`src/core/acs_pkg.sv`:
```
package acs_pkg;
  localparam logic [7:0] CTRL_RST  = 8'h00;
  localparam logic [7:0] STAT_RST  = 8'h00;
  localparam logic [6:0] ADDR_RST  = 7'h00;
  localparam logic [3:0] BYTE_BITS = 4'h8;
  localparam logic [1:0] NUM_CTRL  = 2'h3;
  localparam logic       RW_READ   = 1'b1;
  localparam logic [1:0] SYNC_FILL = 2'h2;
  // Control byte one fields
  localparam int C1_OFS_PIN = 7;
  localparam int C1_MON_OFF = 6;
  localparam int C1_CLIP    = 5;
  localparam int C1_HOP     = 4;
  localparam int C1_OSC_UP  = 3;
  localparam int C_CH_DIS   = 1;
  localparam int C1_RUN     = 0;
  // Control byte two fields
  localparam int C2_PROT_OFF = 7;
  localparam int C2_MON_OFF  = 6;
  localparam int C2_CLIP     = 5;
  localparam int C2_PW_PIN   = 4;
  localparam int C2_PW_LOW   = 3;
  localparam int C2_DC_EN    = 2;
  localparam int C2_MUTE     = 0;
  // Control byte three fields
  localparam int C3_LATCH = 7;
  localparam int C3_AC_EN = 4;
  localparam int C3_PH_HI = 3;
  localparam int C3_PH_LO = 1;
  localparam int C3_BD    = 0;
  // Status fields
  localparam int S1_ALLZ  = 7;
  localparam int S1_DCV   = 6;
  localparam int S1_OVP   = 5;
  localparam int S_OPEN   = 4;
  localparam int S_SHL    = 3;
  localparam int S1_OFS   = 2;
  localparam int S_SVP    = 1;
  localparam int S_SGND   = 0;
  localparam int S2_OTP   = 7;
  localparam int S2_PW    = 6;
  localparam int S2_UVP   = 5;
  localparam logic [7:0] S1_KEEP = 8'h50;
  localparam logic [7:0] S2_KEEP = 8'h10;
  typedef enum logic [6:0] {
    ST_IDLE  = 7'h01,
    ST_ADDR  = 7'h02,
    ST_AACK  = 7'h04,
    ST_WBYTE = 7'h08,
    ST_WACK  = 7'h10,
    ST_RBYTE = 7'h20,
    ST_RACK  = 7'h40
  } acs_state_e;
endpackage

```
`src/core/acs_amp_ctrl.sv`:
```
`timescale 1ns/1ps
module acs_amp_ctrl
  import acs_pkg::*;
(
  // Clock and reset
  input  wire logic       clk_sys_i,
  input  wire logic       rstn_i,
  // Serial bus pins
  input  wire logic       scl_i,
  input  wire logic       sda_i,
  output logic            sda_o,
  output logic            sda_oe_o,
  // Strap pins and switching start
  input  wire logic [3:0] adsel_code_i,
  input  wire logic [2:0] cfg_strap_i,
  input  wire logic       switch_start_i,
  // Analog diagnostics
  input  wire logic       ovp_i,
  input  wire logic       uvp_i,
  input  wire logic       otp_i,
  input  wire logic       prewarn_i,
  input  wire logic       dc_valid_i,
  input  wire logic       ac_load_i,
  input  wire logic       parallel_i,
  input  wire logic [1:0] short_vp_i,
  input  wire logic [1:0] short_gnd_i,
  input  wire logic [1:0] shorted_load_i,
  input  wire logic [1:0] open_load_i,
  input  wire logic [1:0] offset_i,
  input  wire logic [1:0] clip_i,
  // Indicator pins
  output logic            fault_ind_o,
  output logic            sat_ind_o,
  // Amplifier controls
  output logic            run_o,
  output logic            mute_o,
  output logic [1:0]      ch_dis_o,
  output logic            hop_en_o,
  output logic            osc_up_o,
  output logic            pw_low_o,
  output logic            dc_det_en_o,
  output logic            ac_det_en_o,
  output logic [2:0]      phase_o,
  output logic            bd_mod_o,
  output logic            ofs_prot_off_o,
  output logic [1:0]      ofs_mon_off_o,
  output logic [6:0]      dev_addr_o
);
  localparam int NIN = 29;

  logic [NIN-1:0] raw;
  logic [NIN-1:0] s1_reg;
  logic [NIN-1:0] s2_reg;
  logic           scl_s, sda_s, ovp_s, uvp_s, otp_s, pw_s, dcv_s, acl_s, par_s, sst_s;
  logic [1:0]     svp_s, sg_s, shl_s, opn_s, ofs_s, clip_s;
  logic [3:0]     ads_s;
  logic [2:0]     cfg_s;
  logic           scl_d_reg, sda_d_reg, sst_d_reg;

  acs_state_e     state_reg, state_next;
  logic [3:0]     cnt_reg, cnt_next;
  logic [7:0]     sh_reg, sh_next;
  logic [1:0]     idx_reg, idx_next;
  logic           rw_reg, rw_next;
  logic           oe_reg, oe_next;
  logic           rdact_reg, rdact_next;
  logic [7:0]     snap2_reg, snap2_next;
  logic           rd_done, wr_en, latch_now;

  logic [7:0]     c1_reg, c2_reg, c3_reg;
  logic [7:0]     st1_reg, st1_next, st2_reg, st2_next;
  logic [7:0]     set1, set2;
  logic [6:0]     addr_reg;
  logic [1:0]     boot_reg;
  logic           fault_reg, sat_reg, fault_next, sat_next;

  // Every pin passes two flops before any logic sees it
  assign raw = {scl_i, sda_i, ovp_i, uvp_i, otp_i, prewarn_i, dc_valid_i, ac_load_i,
                parallel_i, switch_start_i, short_vp_i, short_gnd_i, shorted_load_i,
                open_load_i, offset_i, clip_i, adsel_code_i, cfg_strap_i};
  assign {scl_s, sda_s, ovp_s, uvp_s, otp_s, pw_s, dcv_s, acl_s, par_s, sst_s,
          svp_s, sg_s, shl_s, opn_s, ofs_s, clip_s, ads_s, cfg_s} = s2_reg;

  always_ff @(posedge clk_sys_i or negedge rstn_i) begin
    if (!rstn_i) begin
      s1_reg    <= '0;
      s2_reg    <= '0;
      scl_d_reg <= 1'b1;
      sda_d_reg <= 1'b1;
      sst_d_reg <= 1'b0;
    end else begin
      s1_reg    <= raw;
      s2_reg    <= s1_reg;
      scl_d_reg <= scl_s;
      sda_d_reg <= sda_s;
      sst_d_reg <= sst_s;
    end
  end

  // Bus events seen on the sampled pins
  wire scl_rise = scl_s & ~scl_d_reg;
  wire scl_fall = ~scl_s & scl_d_reg;
  wire bus_start = scl_s & scl_d_reg & sda_d_reg & ~sda_s;
  wire bus_stop = scl_s & scl_d_reg & ~sda_d_reg & sda_s;
  wire byte_done = scl_fall & (cnt_reg == BYTE_BITS);
  wire addr_hit = (sh_reg[7:1] == addr_reg);
  wire [1:0] idx_inc = idx_reg + 2'h1;

  always_comb begin
    state_next = state_reg;
    cnt_next   = cnt_reg;
    sh_next    = sh_reg;
    idx_next   = idx_reg;
    rw_next    = rw_reg;
    oe_next    = oe_reg;
    rdact_next = rdact_reg;
    snap2_next = snap2_reg;
    rd_done    = 1'b0;
    wr_en      = 1'b0;
    if (bus_start || bus_stop) begin
      // Repeated start or stop aborts any byte in flight
      state_next = bus_start ? ST_ADDR : ST_IDLE;
      cnt_next   = 4'h0;
      oe_next    = 1'b0;
      rdact_next = 1'b0;
      rd_done    = rdact_reg;
    end else begin
      unique case (state_reg)
        ST_IDLE: ;
        ST_ADDR, ST_WBYTE: begin
          if (scl_rise) begin
            sh_next  = {sh_reg[6:0], sda_s};
            cnt_next = cnt_reg + 4'h1;
          end else if (byte_done) begin
            if (state_reg == ST_ADDR) begin
              state_next = addr_hit ? ST_AACK : ST_IDLE;
              oe_next    = addr_hit;
              rw_next    = sh_reg[0];
            end else begin
              // Bytes past the third are not acknowledged
              state_next = (idx_reg < NUM_CTRL) ? ST_WACK : ST_IDLE;
              oe_next    = (idx_reg < NUM_CTRL);
            end
          end
        end
        ST_AACK: begin
          if (scl_fall) begin
            cnt_next = 4'h0;
            idx_next = 2'h0;
            if (rw_reg == RW_READ) begin
              state_next = ST_RBYTE;
              sh_next    = st1_reg;
              snap2_next = st2_reg;
              oe_next    = ~st1_reg[7];
              rdact_next = 1'b1;
            end else begin
              state_next = ST_WBYTE;
              oe_next    = 1'b0;
            end
          end
        end
        ST_WACK: begin
          if (scl_fall) begin
            wr_en      = 1'b1;
            idx_next   = idx_inc;
            oe_next    = 1'b0;
            cnt_next   = 4'h0;
            state_next = ST_WBYTE;
          end
        end
        ST_RBYTE: begin
          if (scl_rise) begin
            cnt_next = cnt_reg + 4'h1;
          end else if (byte_done) begin
            oe_next    = 1'b0;
            state_next = ST_RACK;
          end else if (scl_fall) begin
            sh_next = {sh_reg[6:0], 1'b0};
            oe_next = ~sh_reg[6];
          end
        end
        ST_RACK: begin
          if (scl_rise && sda_s) begin
            // Missing acknowledge ends the read
            state_next = ST_IDLE;
            rd_done    = 1'b1;
            rdact_next = 1'b0;
          end else if (scl_fall) begin
            idx_next   = {1'b0, ~idx_reg[0]};
            sh_next    = idx_reg[0] ? st1_reg : snap2_reg;
            oe_next    = idx_reg[0] ? ~st1_reg[7] : ~snap2_reg[7];
            cnt_next   = 4'h0;
            state_next = ST_RBYTE;
          end
        end
        default: state_next = ST_IDLE;
      endcase
    end
  end

  always_ff @(posedge clk_sys_i or negedge rstn_i) begin
    if (!rstn_i) begin
      state_reg <= ST_IDLE;
      cnt_reg   <= 4'h0;
      sh_reg    <= 8'h00;
      idx_reg   <= 2'h0;
      rw_reg    <= 1'b0;
      oe_reg    <= 1'b0;
      rdact_reg <= 1'b0;
      snap2_reg <= STAT_RST;
    end else begin
      state_reg <= state_next;
      cnt_reg   <= cnt_next;
      sh_reg    <= sh_next;
      idx_reg   <= idx_next;
      rw_reg    <= rw_next;
      oe_reg    <= oe_next;
      rdact_reg <= rdact_next;
      snap2_reg <= snap2_next;
    end
  end

  // Control bytes; host keeps unused bits at zero after power-on
  always_ff @(posedge clk_sys_i or negedge rstn_i) begin
    if (!rstn_i) begin
      c1_reg <= CTRL_RST;
      c2_reg <= CTRL_RST;
      c3_reg <= CTRL_RST;
    end else if (wr_en) begin
      if (idx_reg == 2'h0) c1_reg <= sh_reg;
      if (idx_reg == 2'h1) c2_reg <= sh_reg;
      if (idx_reg == 2'h2) c3_reg <= sh_reg;
    end
  end

  // Straps latch once the synchronisers hold pin levels, not their reset zeros
  assign latch_now = (boot_reg == SYNC_FILL) | (sst_s & ~sst_d_reg & ~c3_reg[C3_LATCH])
                   | (wr_en & (idx_reg == 2'h2) & sh_reg[C3_LATCH]);
  always_ff @(posedge clk_sys_i or negedge rstn_i) begin
    if (!rstn_i) begin
      boot_reg     <= 2'h0;
      addr_reg     <= ADDR_RST;
    end else begin
      if (!(&boot_reg)) boot_reg <= boot_reg + 2'h1;
      if (latch_now) addr_reg <= {cfg_s, ads_s};
    end
  end

  // Parallel mode folds both channels into byte one
  wire [1:0] f_svp = par_s ? {1'b0, |svp_s} : svp_s;
  wire [1:0] f_sg  = par_s ? {1'b0, |sg_s} : sg_s;
  wire [1:0] f_shl = par_s ? {1'b0, |shl_s} : shl_s;
  wire [1:0] f_opn = par_s ? {1'b0, |opn_s} : opn_s;
  wire ofs_set = ~c2_reg[C2_PROT_OFF]
               & ((ofs_s[0] & ~c1_reg[C1_MON_OFF]) | (ofs_s[1] & ~c2_reg[C2_MON_OFF]));
  wire all_zero = ~|{c1_reg, c2_reg, c3_reg};
  assign set1 = {2'b00, ovp_s, 1'b0, f_shl[0], ofs_set, f_svp[0], f_sg[0]};
  assign set2 = {otp_s, pw_s, uvp_s, 1'b0, f_shl[1], 1'b0, f_svp[1], f_sg[1]};

  // Set wins over the read clear so no event is lost
  always_comb begin
    st1_next = (st1_reg & ~({8{rd_done}} & ~S1_KEEP)) | set1;
    st2_next = (st2_reg & ~({8{rd_done}} & ~S2_KEEP)) | set2;
    st1_next[S1_ALLZ] = all_zero;
    st1_next[S1_DCV]  = dcv_s & c2_reg[C2_DC_EN];
    st1_next[S_OPEN]  = f_opn[0];
    st2_next[S_OPEN]  = f_opn[1];
  end

  assign fault_next = st1_reg[S1_ALLZ]
                    | (st1_reg[S1_OFS] & ~c1_reg[C1_OFS_PIN]);
  assign sat_next = (clip_s[0] & ~c1_reg[C1_CLIP]) | (clip_s[1] & ~c2_reg[C2_CLIP])
                  | (pw_s & ~c2_reg[C2_PW_PIN])
                  | (acl_s & c3_reg[C3_AC_EN]);

  always_ff @(posedge clk_sys_i or negedge rstn_i) begin
    if (!rstn_i) begin
      st1_reg   <= STAT_RST;
      st2_reg   <= STAT_RST;
      fault_reg <= 1'b0;
      sat_reg   <= 1'b0;
    end else begin
      st1_reg   <= st1_next;
      st2_reg   <= st2_next;
      fault_reg <= fault_next;
      sat_reg   <= sat_next;
    end
  end

  // Outputs straight from flops; the pin level is always low when enabled
  assign sda_o          = 1'b0;
  assign sda_oe_o       = oe_reg;
  assign fault_ind_o    = fault_reg;
  assign sat_ind_o      = sat_reg;
  assign run_o          = c1_reg[C1_RUN];
  assign mute_o         = c2_reg[C2_MUTE];
  assign ch_dis_o       = {c2_reg[C_CH_DIS], c1_reg[C_CH_DIS]};
  assign hop_en_o       = c1_reg[C1_HOP];
  assign osc_up_o       = c1_reg[C1_OSC_UP];
  assign pw_low_o       = c2_reg[C2_PW_LOW];
  assign dc_det_en_o    = c2_reg[C2_DC_EN];
  assign ac_det_en_o    = c3_reg[C3_AC_EN];
  assign phase_o        = c3_reg[C3_PH_HI:C3_PH_LO];
  assign bd_mod_o       = c3_reg[C3_BD];
  assign ofs_prot_off_o = c2_reg[C2_PROT_OFF];
  assign ofs_mon_off_o  = {c2_reg[C2_MON_OFF], c1_reg[C1_MON_OFF]};
  assign dev_addr_o     = addr_reg;
endmodule

```
`config.mk`:
```
export PLATFORM = sky130hd
export DESIGN_NAME = acs_amp_ctrl
export DESIGN_NICKNAME = d
export VERILOG_FILES = /design/src/core/acs_pkg.sv /design/src/core/acs_amp_ctrl.sv
export SDC_FILE = /design/constraint.sdc
export NUM_CORES = 1
export LEC_CHECK = 0
export ABC_AREA = 1
export BUFFER_PORTS_ARGS = -buffer_cell sky130_fd_sc_hd__buf_2
export CORE_MARGIN = 5
export CORE_UTILIZATION = 50
export DETAILED_ROUTE_END_ITERATION = 10
export HOLD_SLACK_MARGIN = 0.12
export PLACE_DENSITY = 0.69
export RECOVER_POWER = 25
export SLEW_MARGIN = 5
export SYNTH_ARGS = -nofsm -noshare
export SYNTH_HDL_FRONTEND = slang
export SYNTH_SLANG_ARGS = --single-unit
```
`constraint.sdc`:
```
create_clock -name clk_sys_i -period 2.2 [get_ports clk_sys_i]
set_input_delay 0.22 -clock clk_sys_i [delete_from_list [all_inputs] [get_ports clk_sys_i]]
set_output_delay 0.22 -clock clk_sys_i [all_outputs]
set_load 0.1 [all_outputs]
```
=== After elaboration in Yosys (flattened, before gate mapping) ===
Cells that the tools add are included.

* Memories kept: 0
* Register bits after elaboration: 144
* Bits in read-only memories: 0
* Word-level logic and storage cells: 207
* Input port bits: 31
* Output and inout port bits: 27
* Memory bits (writable): 0
* Bits in latches: 0

* Equality and inequality tests: 35
* Bitwise gates (word level): 53
* Multiplexer cells: 64
* Divide/modulo/power cells: 0
* Multiply operators: 0
* Reductions and logical operators: 29
* $lt $le $gt $ge: 1
* Shift-type cells: 0
* Add/sub/neg operators: 3

{| class="wikitable"
|+ Operators with widths
! operator !! number
|-
| 2-to-1 mux 8 bit || 9
|-
| 2-to-1 mux 7 bit || 9
|-
| one-hot mux 7 bit (6 select lines) || 1
|-
| one-hot mux 8 bit (4 select lines) || 1
|-
| != test 3 bit, second input constant || 10
|-
| OR reduction 24 bit || 1
|-
| 2-to-1 mux 1 bit || 23
|-
| bitwise AND 1 bit || 21
|-
| != test 2 bit, second input constant || 10
|-
| inverter 1 bit || 19
|-
| 2-to-1 mux 2 bit || 9
|-
| 2-to-1 mux 4 bit || 4
|-
| one-hot mux 4 bit (3 select lines) || 1
|-
| OR reduction 2 bit || 6
|-
| 2-to-1 mux 5 bit || 2
|-
| AND reduction 10 bit || 1
|-
| AND reduction 9 bit || 1
|-
| bitwise AND 8 bit || 1
|-
| != test 4 bit, second input constant || 2
|-
| inverter 8 bit || 1
|-
| OR 8 bit || 1
|-
| AND reduction 2 bit || 4
|-
| AND reduction 4 bit || 2
|-
| AND reduction 8 bit || 1
|-
| 35 further kinds || 45
|}

=== Logic depth before layout (Yosys ltp) ===
* Word-level depth: 9
* Mapped depth: 12
* Depth with buffers taken out: 12

=== Worst setup path after synthesis ===
OpenSTA, ideal clock, no wires.

* Kind: register -> register
* Start: register addr_reg[3], in the netlist dev_addr_o[3]
* End: register state_reg[0]
* Buffers on the path: 0
* Setup time: 0.078 ns
* Clock period less this slack: 1.691 ns
* Data arrival time: 1.613 ns
* Required time: 2.122 ns
* Setup slack: 0.509 ns
* Cell stages (with the launch flop): 10
* Cells stage by stage: dfrtp_1 inv_1 nand2_1 nand4_1 nor2_1 nand2_1 nand3_1 nand2_1 nand2_1 a21oi_2

* Longest elaborated chain between the ends: 7

{| class="wikitable"
|+ Ends and longest elaborated chain
! item !! line !! source
|-
| start: declaration || acs_amp_ctrl.sv:73 || <nowiki>logic [6:0] addr_reg;</nowiki>
|-
| start signal: assignment || acs_amp_ctrl.sv:245 || <nowiki>if (latch_now) addr_reg <= {cfg_s, ads_s};</nowiki>
|-
| == test 7 bit || acs_amp_ctrl.sv:106 || <nowiki>wire addr_hit = (sh_reg[7:1] == addr_reg);</nowiki>
|-
| 2-to-1 mux 3 bit || acs_amp_ctrl.sv:136 || <nowiki>state_next = addr_hit ? ST_AACK : ST_IDLE;</nowiki>
|-
| 2-to-1 mux 5 bit || acs_amp_ctrl.sv:135 || <nowiki>if (state_reg == ST_ADDR) begin</nowiki>
|-
| 2-to-1 mux 7 bit || acs_amp_ctrl.sv:134 || <nowiki>end else if (byte_done) begin</nowiki>
|-
| 2-to-1 mux 7 bit || acs_amp_ctrl.sv:131 || <nowiki>if (scl_rise) begin</nowiki>
|-
| one-hot mux 7 bit (6 select lines) || acs_amp_ctrl.sv:128 || <nowiki>unique case (state_reg)</nowiki>
|-
| 2-to-1 mux 7 bit || acs_amp_ctrl.sv:120 || <nowiki>if (bus_start || bus_stop) begin</nowiki>
|-
| end signal: assignment || acs_amp_ctrl.sv:212 || <nowiki>state_reg <= state_next;</nowiki>
|-
| end: declaration || acs_amp_ctrl.sv:60 || <nowiki>acs_state_e state_reg, state_next;</nowiki>
|}

Every way passes these cells. The select of a mux whose other input is x is not followed.
A chain may end at the register's enable or synchronous reset.

=== Worst setup path in the final report ===
* Start: register scl_d_reg
* End: register state_reg[5]

* Longest elaborated chain between the ends: 6
* Elaborated cells on any way between the ends: 23
* Classes of those cells: eq/ne (8); mux (3); bitwise (9); reduce/logical (3)

{| class="wikitable"
|+ Ends and longest elaborated chain
! item !! line !! source
|-
| start: declaration || acs_amp_ctrl.sv:58 || <nowiki>logic scl_d_reg, sda_d_reg, sst_d_reg;</nowiki>
|-
| start signal: assignment || acs_amp_ctrl.sv:94 || <nowiki>scl_d_reg <= scl_s;</nowiki>
|-
| bitwise AND 1 bit or inverter 1 bit (tied branches) || acs_amp_ctrl.sv:103, acs_amp_ctrl.sv:104, acs_amp_ctrl.sv:101 ||
|-
| bitwise AND 1 bit (on tied branches) || acs_amp_ctrl.sv:103, acs_amp_ctrl.sv:101, acs_amp_ctrl.sv:104 ||
|-
| bitwise AND 1 bit, or another cell as far along || acs_amp_ctrl.sv:103 || <nowiki>wire bus_start = scl_s & scl_d_reg & sda_d_reg & ~sda_s;</nowiki>
|-
| logical OR 1 bit or 2-to-1 mux 7 bit (tied branches) || acs_amp_ctrl.sv:120, acs_amp_ctrl.sv:183 ||
|-
| != test 4 bit (no source line), or another cell as far along || n/a ||
|-
| AND reduction 8 bit (no source line) or 2-to-1 mux 7 bit (tied branches) || n/a ||
|}

Several ways; a longest one is shown, not always the timed one.

==> metrics.txt <==
dpl cell area=a little over 6000 um2; core area=11300 um2; crit share post-route=between 90 and 100%; skew final=roughly 9.3 ps; critical path peak fanout=12; Tightest Pin Transition=between 1500 and 2000 ps; Initial Utilization=about half; shortest period the worst path allows=2060 ps; achievable frequency=around 500 MHz; # setup viols final=0; post-route antenna net violation count=0; CTS tree=built; pin count of the biggest net entering global routing=58; commonest cells after routing, fill and taps aside=152 x nand2_1, 141 x dfrtp_1, 70 x inv_1, 55 x o21ai_0, 54 x buf_2; Max-slew headroom=-1.55%; Seq/Total Area, Yosys=62.9%; Max clock buf depth=2; Clock transition at path regs=approximately 60 ps; Cell Area, Synth=roughly 5700 um2; grt ovf=0; initial antenna violation count=0; Synth cell types=39; Multi-input gate area=1740 um2; final WL=about 12000 um; clk sinks=144; drc violations=0; Critical Path RT=roughly 2500 ps; CP Launch Type=flip-flop; PostCTS Resize Cnt=0; Synth Area per Inst=about 9.8 um2; first-pass GRT wire length=between 20000 and 25000 um; Syn Inst Count=around 590; element type at the critical path end=flip-flop; DPL Wire Length=between 8000 and 9000 um; Max-Cap Viols=1; PD cells=approximately 880 nW/um2; RSZ-0062 raised after global routing=false; Fin. Hold Viols=0; die height=roughly 120 um; Skew-Pair Late Insertion Delay=410 ps; Placed Cells incl. Taps=780; worst hold slack=approximately 350 ps; Buffers on Ports=between 50 and 60; final instance area=7080 um2; RePlAce Congestion=roughly 0.91; Vias=around 4.2k; synthesis warning total=0; drt first pass iters=6; total die area=between 10000 and 15000 um2; commonest non-fill, non-tap cell in the layout=nand2_1; failing checks=max-capacitance violations, max-slew violations; number of global-route vias before repair=about 4.3k; via/cell ratio=about 5.0; CTS Root Cell=clkbuf_16; Synth Net Count=626; hold buffer count at cts=30; gr usage total=19.9%; Final Instance Count excl. Fillers=840; Die W=between 100 and 150 um; share of post-route cells with drive strength above 1=~17%; worst vdd ir=0.000809 V; Pleak=between 3 and 4 nW; Num CTS Buffers=17; cell row count=39; fillers=around 890; Area growth syn-to-layout=23.4%; Setup TNS Final=0 ps; DRT iter0 DRCs=~320; status=finished with violations; Seq cells post-synth=144; total power=6.24 mW; H-tree depth=4; n_diodes=0; Nets=~730; WP data arrival=~2400 ps; I/O pin total=58; Crit Path Class=flip-flop to flip-flop; storage element area=3610 um2; Final Max Tran Viols=57; HP Class=flip-flop to flip-flop; drt wl/cell=14.5 um; post-CTS setup buffer count=0
==> metal layers <==
layer  track usage (%)  vias up  share of wire [%]
met5                 0        -                  0
met4              7.11        0               0.81
met3              4.88        9                4.9
met2              32.7      107                 49
met1              26.1     2000                 45
li1                  -     2066                  -
==> cell type report <==
type                            count  area share [%]
Sequential cell                   144            50.9
Multi-Input combinational cell    352            24.6
Timing Repair Buffer               96            9.42
Clock buffer                       22            6.70
Inverter                           75            3.98
Tap cell                          143            2.53
Clock inverter                      8            1.82
==> where the power goes <==
| group | internal, mW | switching (mW) | total, mW |
|---|---|---|---|
| Clock | 1.87 | 1.04 | 2.90 |
| Sequential | 2.77 | 0.0615 | 2.83 |
| Combinational | 0.142 | 0.367 | 0.509 |
| Total | 4.77 | 1.47 | 6.24 |
==> worst max-delay path, cell delays in order, from the launching register on <==
cell	delay (ps)
dfstp_2	560
nand2_1	80
o21bai_1	130
nand2_1	290
nand3_1	240
nand2_1	90
nor2_1	160
nand2_1	130
inv_2	120
nand3_1	80
o21ai_1	100
==> stage by stage <==
stage | utilization (%) | setup WS (ps)
global route | 62.6 | 5.38
finish | 62.6 | 143
CTS | 62.6 | 149
detailed placement | 54.6 | 231
floorplan | - | 509
global placement | 54.6 | 291
==> final timing paths <==
check | startpoint | endpoint | slack [ps] | cells past startpoint
max in group asynchronous | rstn_i | sda_d_reg$_DFF_PN1_ | 420 | 3
worst max-delay path | scl_d_reg$_DFF_PN1_ | state_reg[5]$_DFFE_PN0P_ | 140 | 10
worst max register to register | scl_d_reg$_DFF_PN1_ | state_reg[5]$_DFFE_PN0P_ | 140 | 10
worst min-delay path | s1_reg[4]$_DFF_PN0_ | s2_reg[4]$_DFF_PN0_ | 350 | 0
min in group asynchronous | rstn_i | c3_reg[0]$_DFFE_PN0N_ | 690 | 2
worst min register to register | s1_reg[4]$_DFF_PN0_ | s2_reg[4]$_DFF_PN0_ | 350 | 0
==> logic make-up (layout without fill, tap and decap cells) <==
kind of cell               count (synthesis)  in the layout  share of synthesized area [%]
AOI/OAI and AO/OA                        101            101                           9.68
xor gates and xnor gates                   4              4                          0.611
adders and majority gates                  8              8                           1.74
DFF                                      144            144                           62.9
buffers and inverters                     91            201                           6.72
muxes                                      1              1                          0.196
other                                      1              1                         0.0654
and+or+nand+nor                          237            237                           18.1
==> Yosys cell counts <==
master	count	area [um2]
nand2_1	152	571
dfrtp_1	141	3530
inv_1	70	263
o21ai_0	55	275
nor2_1	33	124
nand3_1	27	135
o21ai_1	15	75.1
a21oi_1	14	70.1
buf_4	9	67.6
ha_1	8	100
o21bai_1	6	45.0
inv_2	5	18.8
clkbuf_1	4	15.0
nand4_1	4	25.0
nor2_2	4	25.0
nor4_1	4	25.0
dfstp_2	3	78.8
nand3_2	3	30.0
nor2_4	3	33.8
o21ai_2	3	26.3
xnor2_1	3	26.3
buf_2	2	10.0
o22ai_1	2	12.5
or4_1	2	15.0
a21oi_2	1	8.76
a22oi_1	1	7.51
a31oi_1	1	6.26
buf_6	1	11.3
conb_1	1	3.75
mux2_2	1	11.3
nand2_4	1	11.3
nand4_2	1	12.5
nor2_8	1	20.0
nor3_1	1	5.00
o211ai_1	1	7.51
o211ai_2	1	12.5
o221ai_1	1	8.76
or2_2	1	6.26
xor2_1	1	8.76
(Power assumes the default switching activity.)
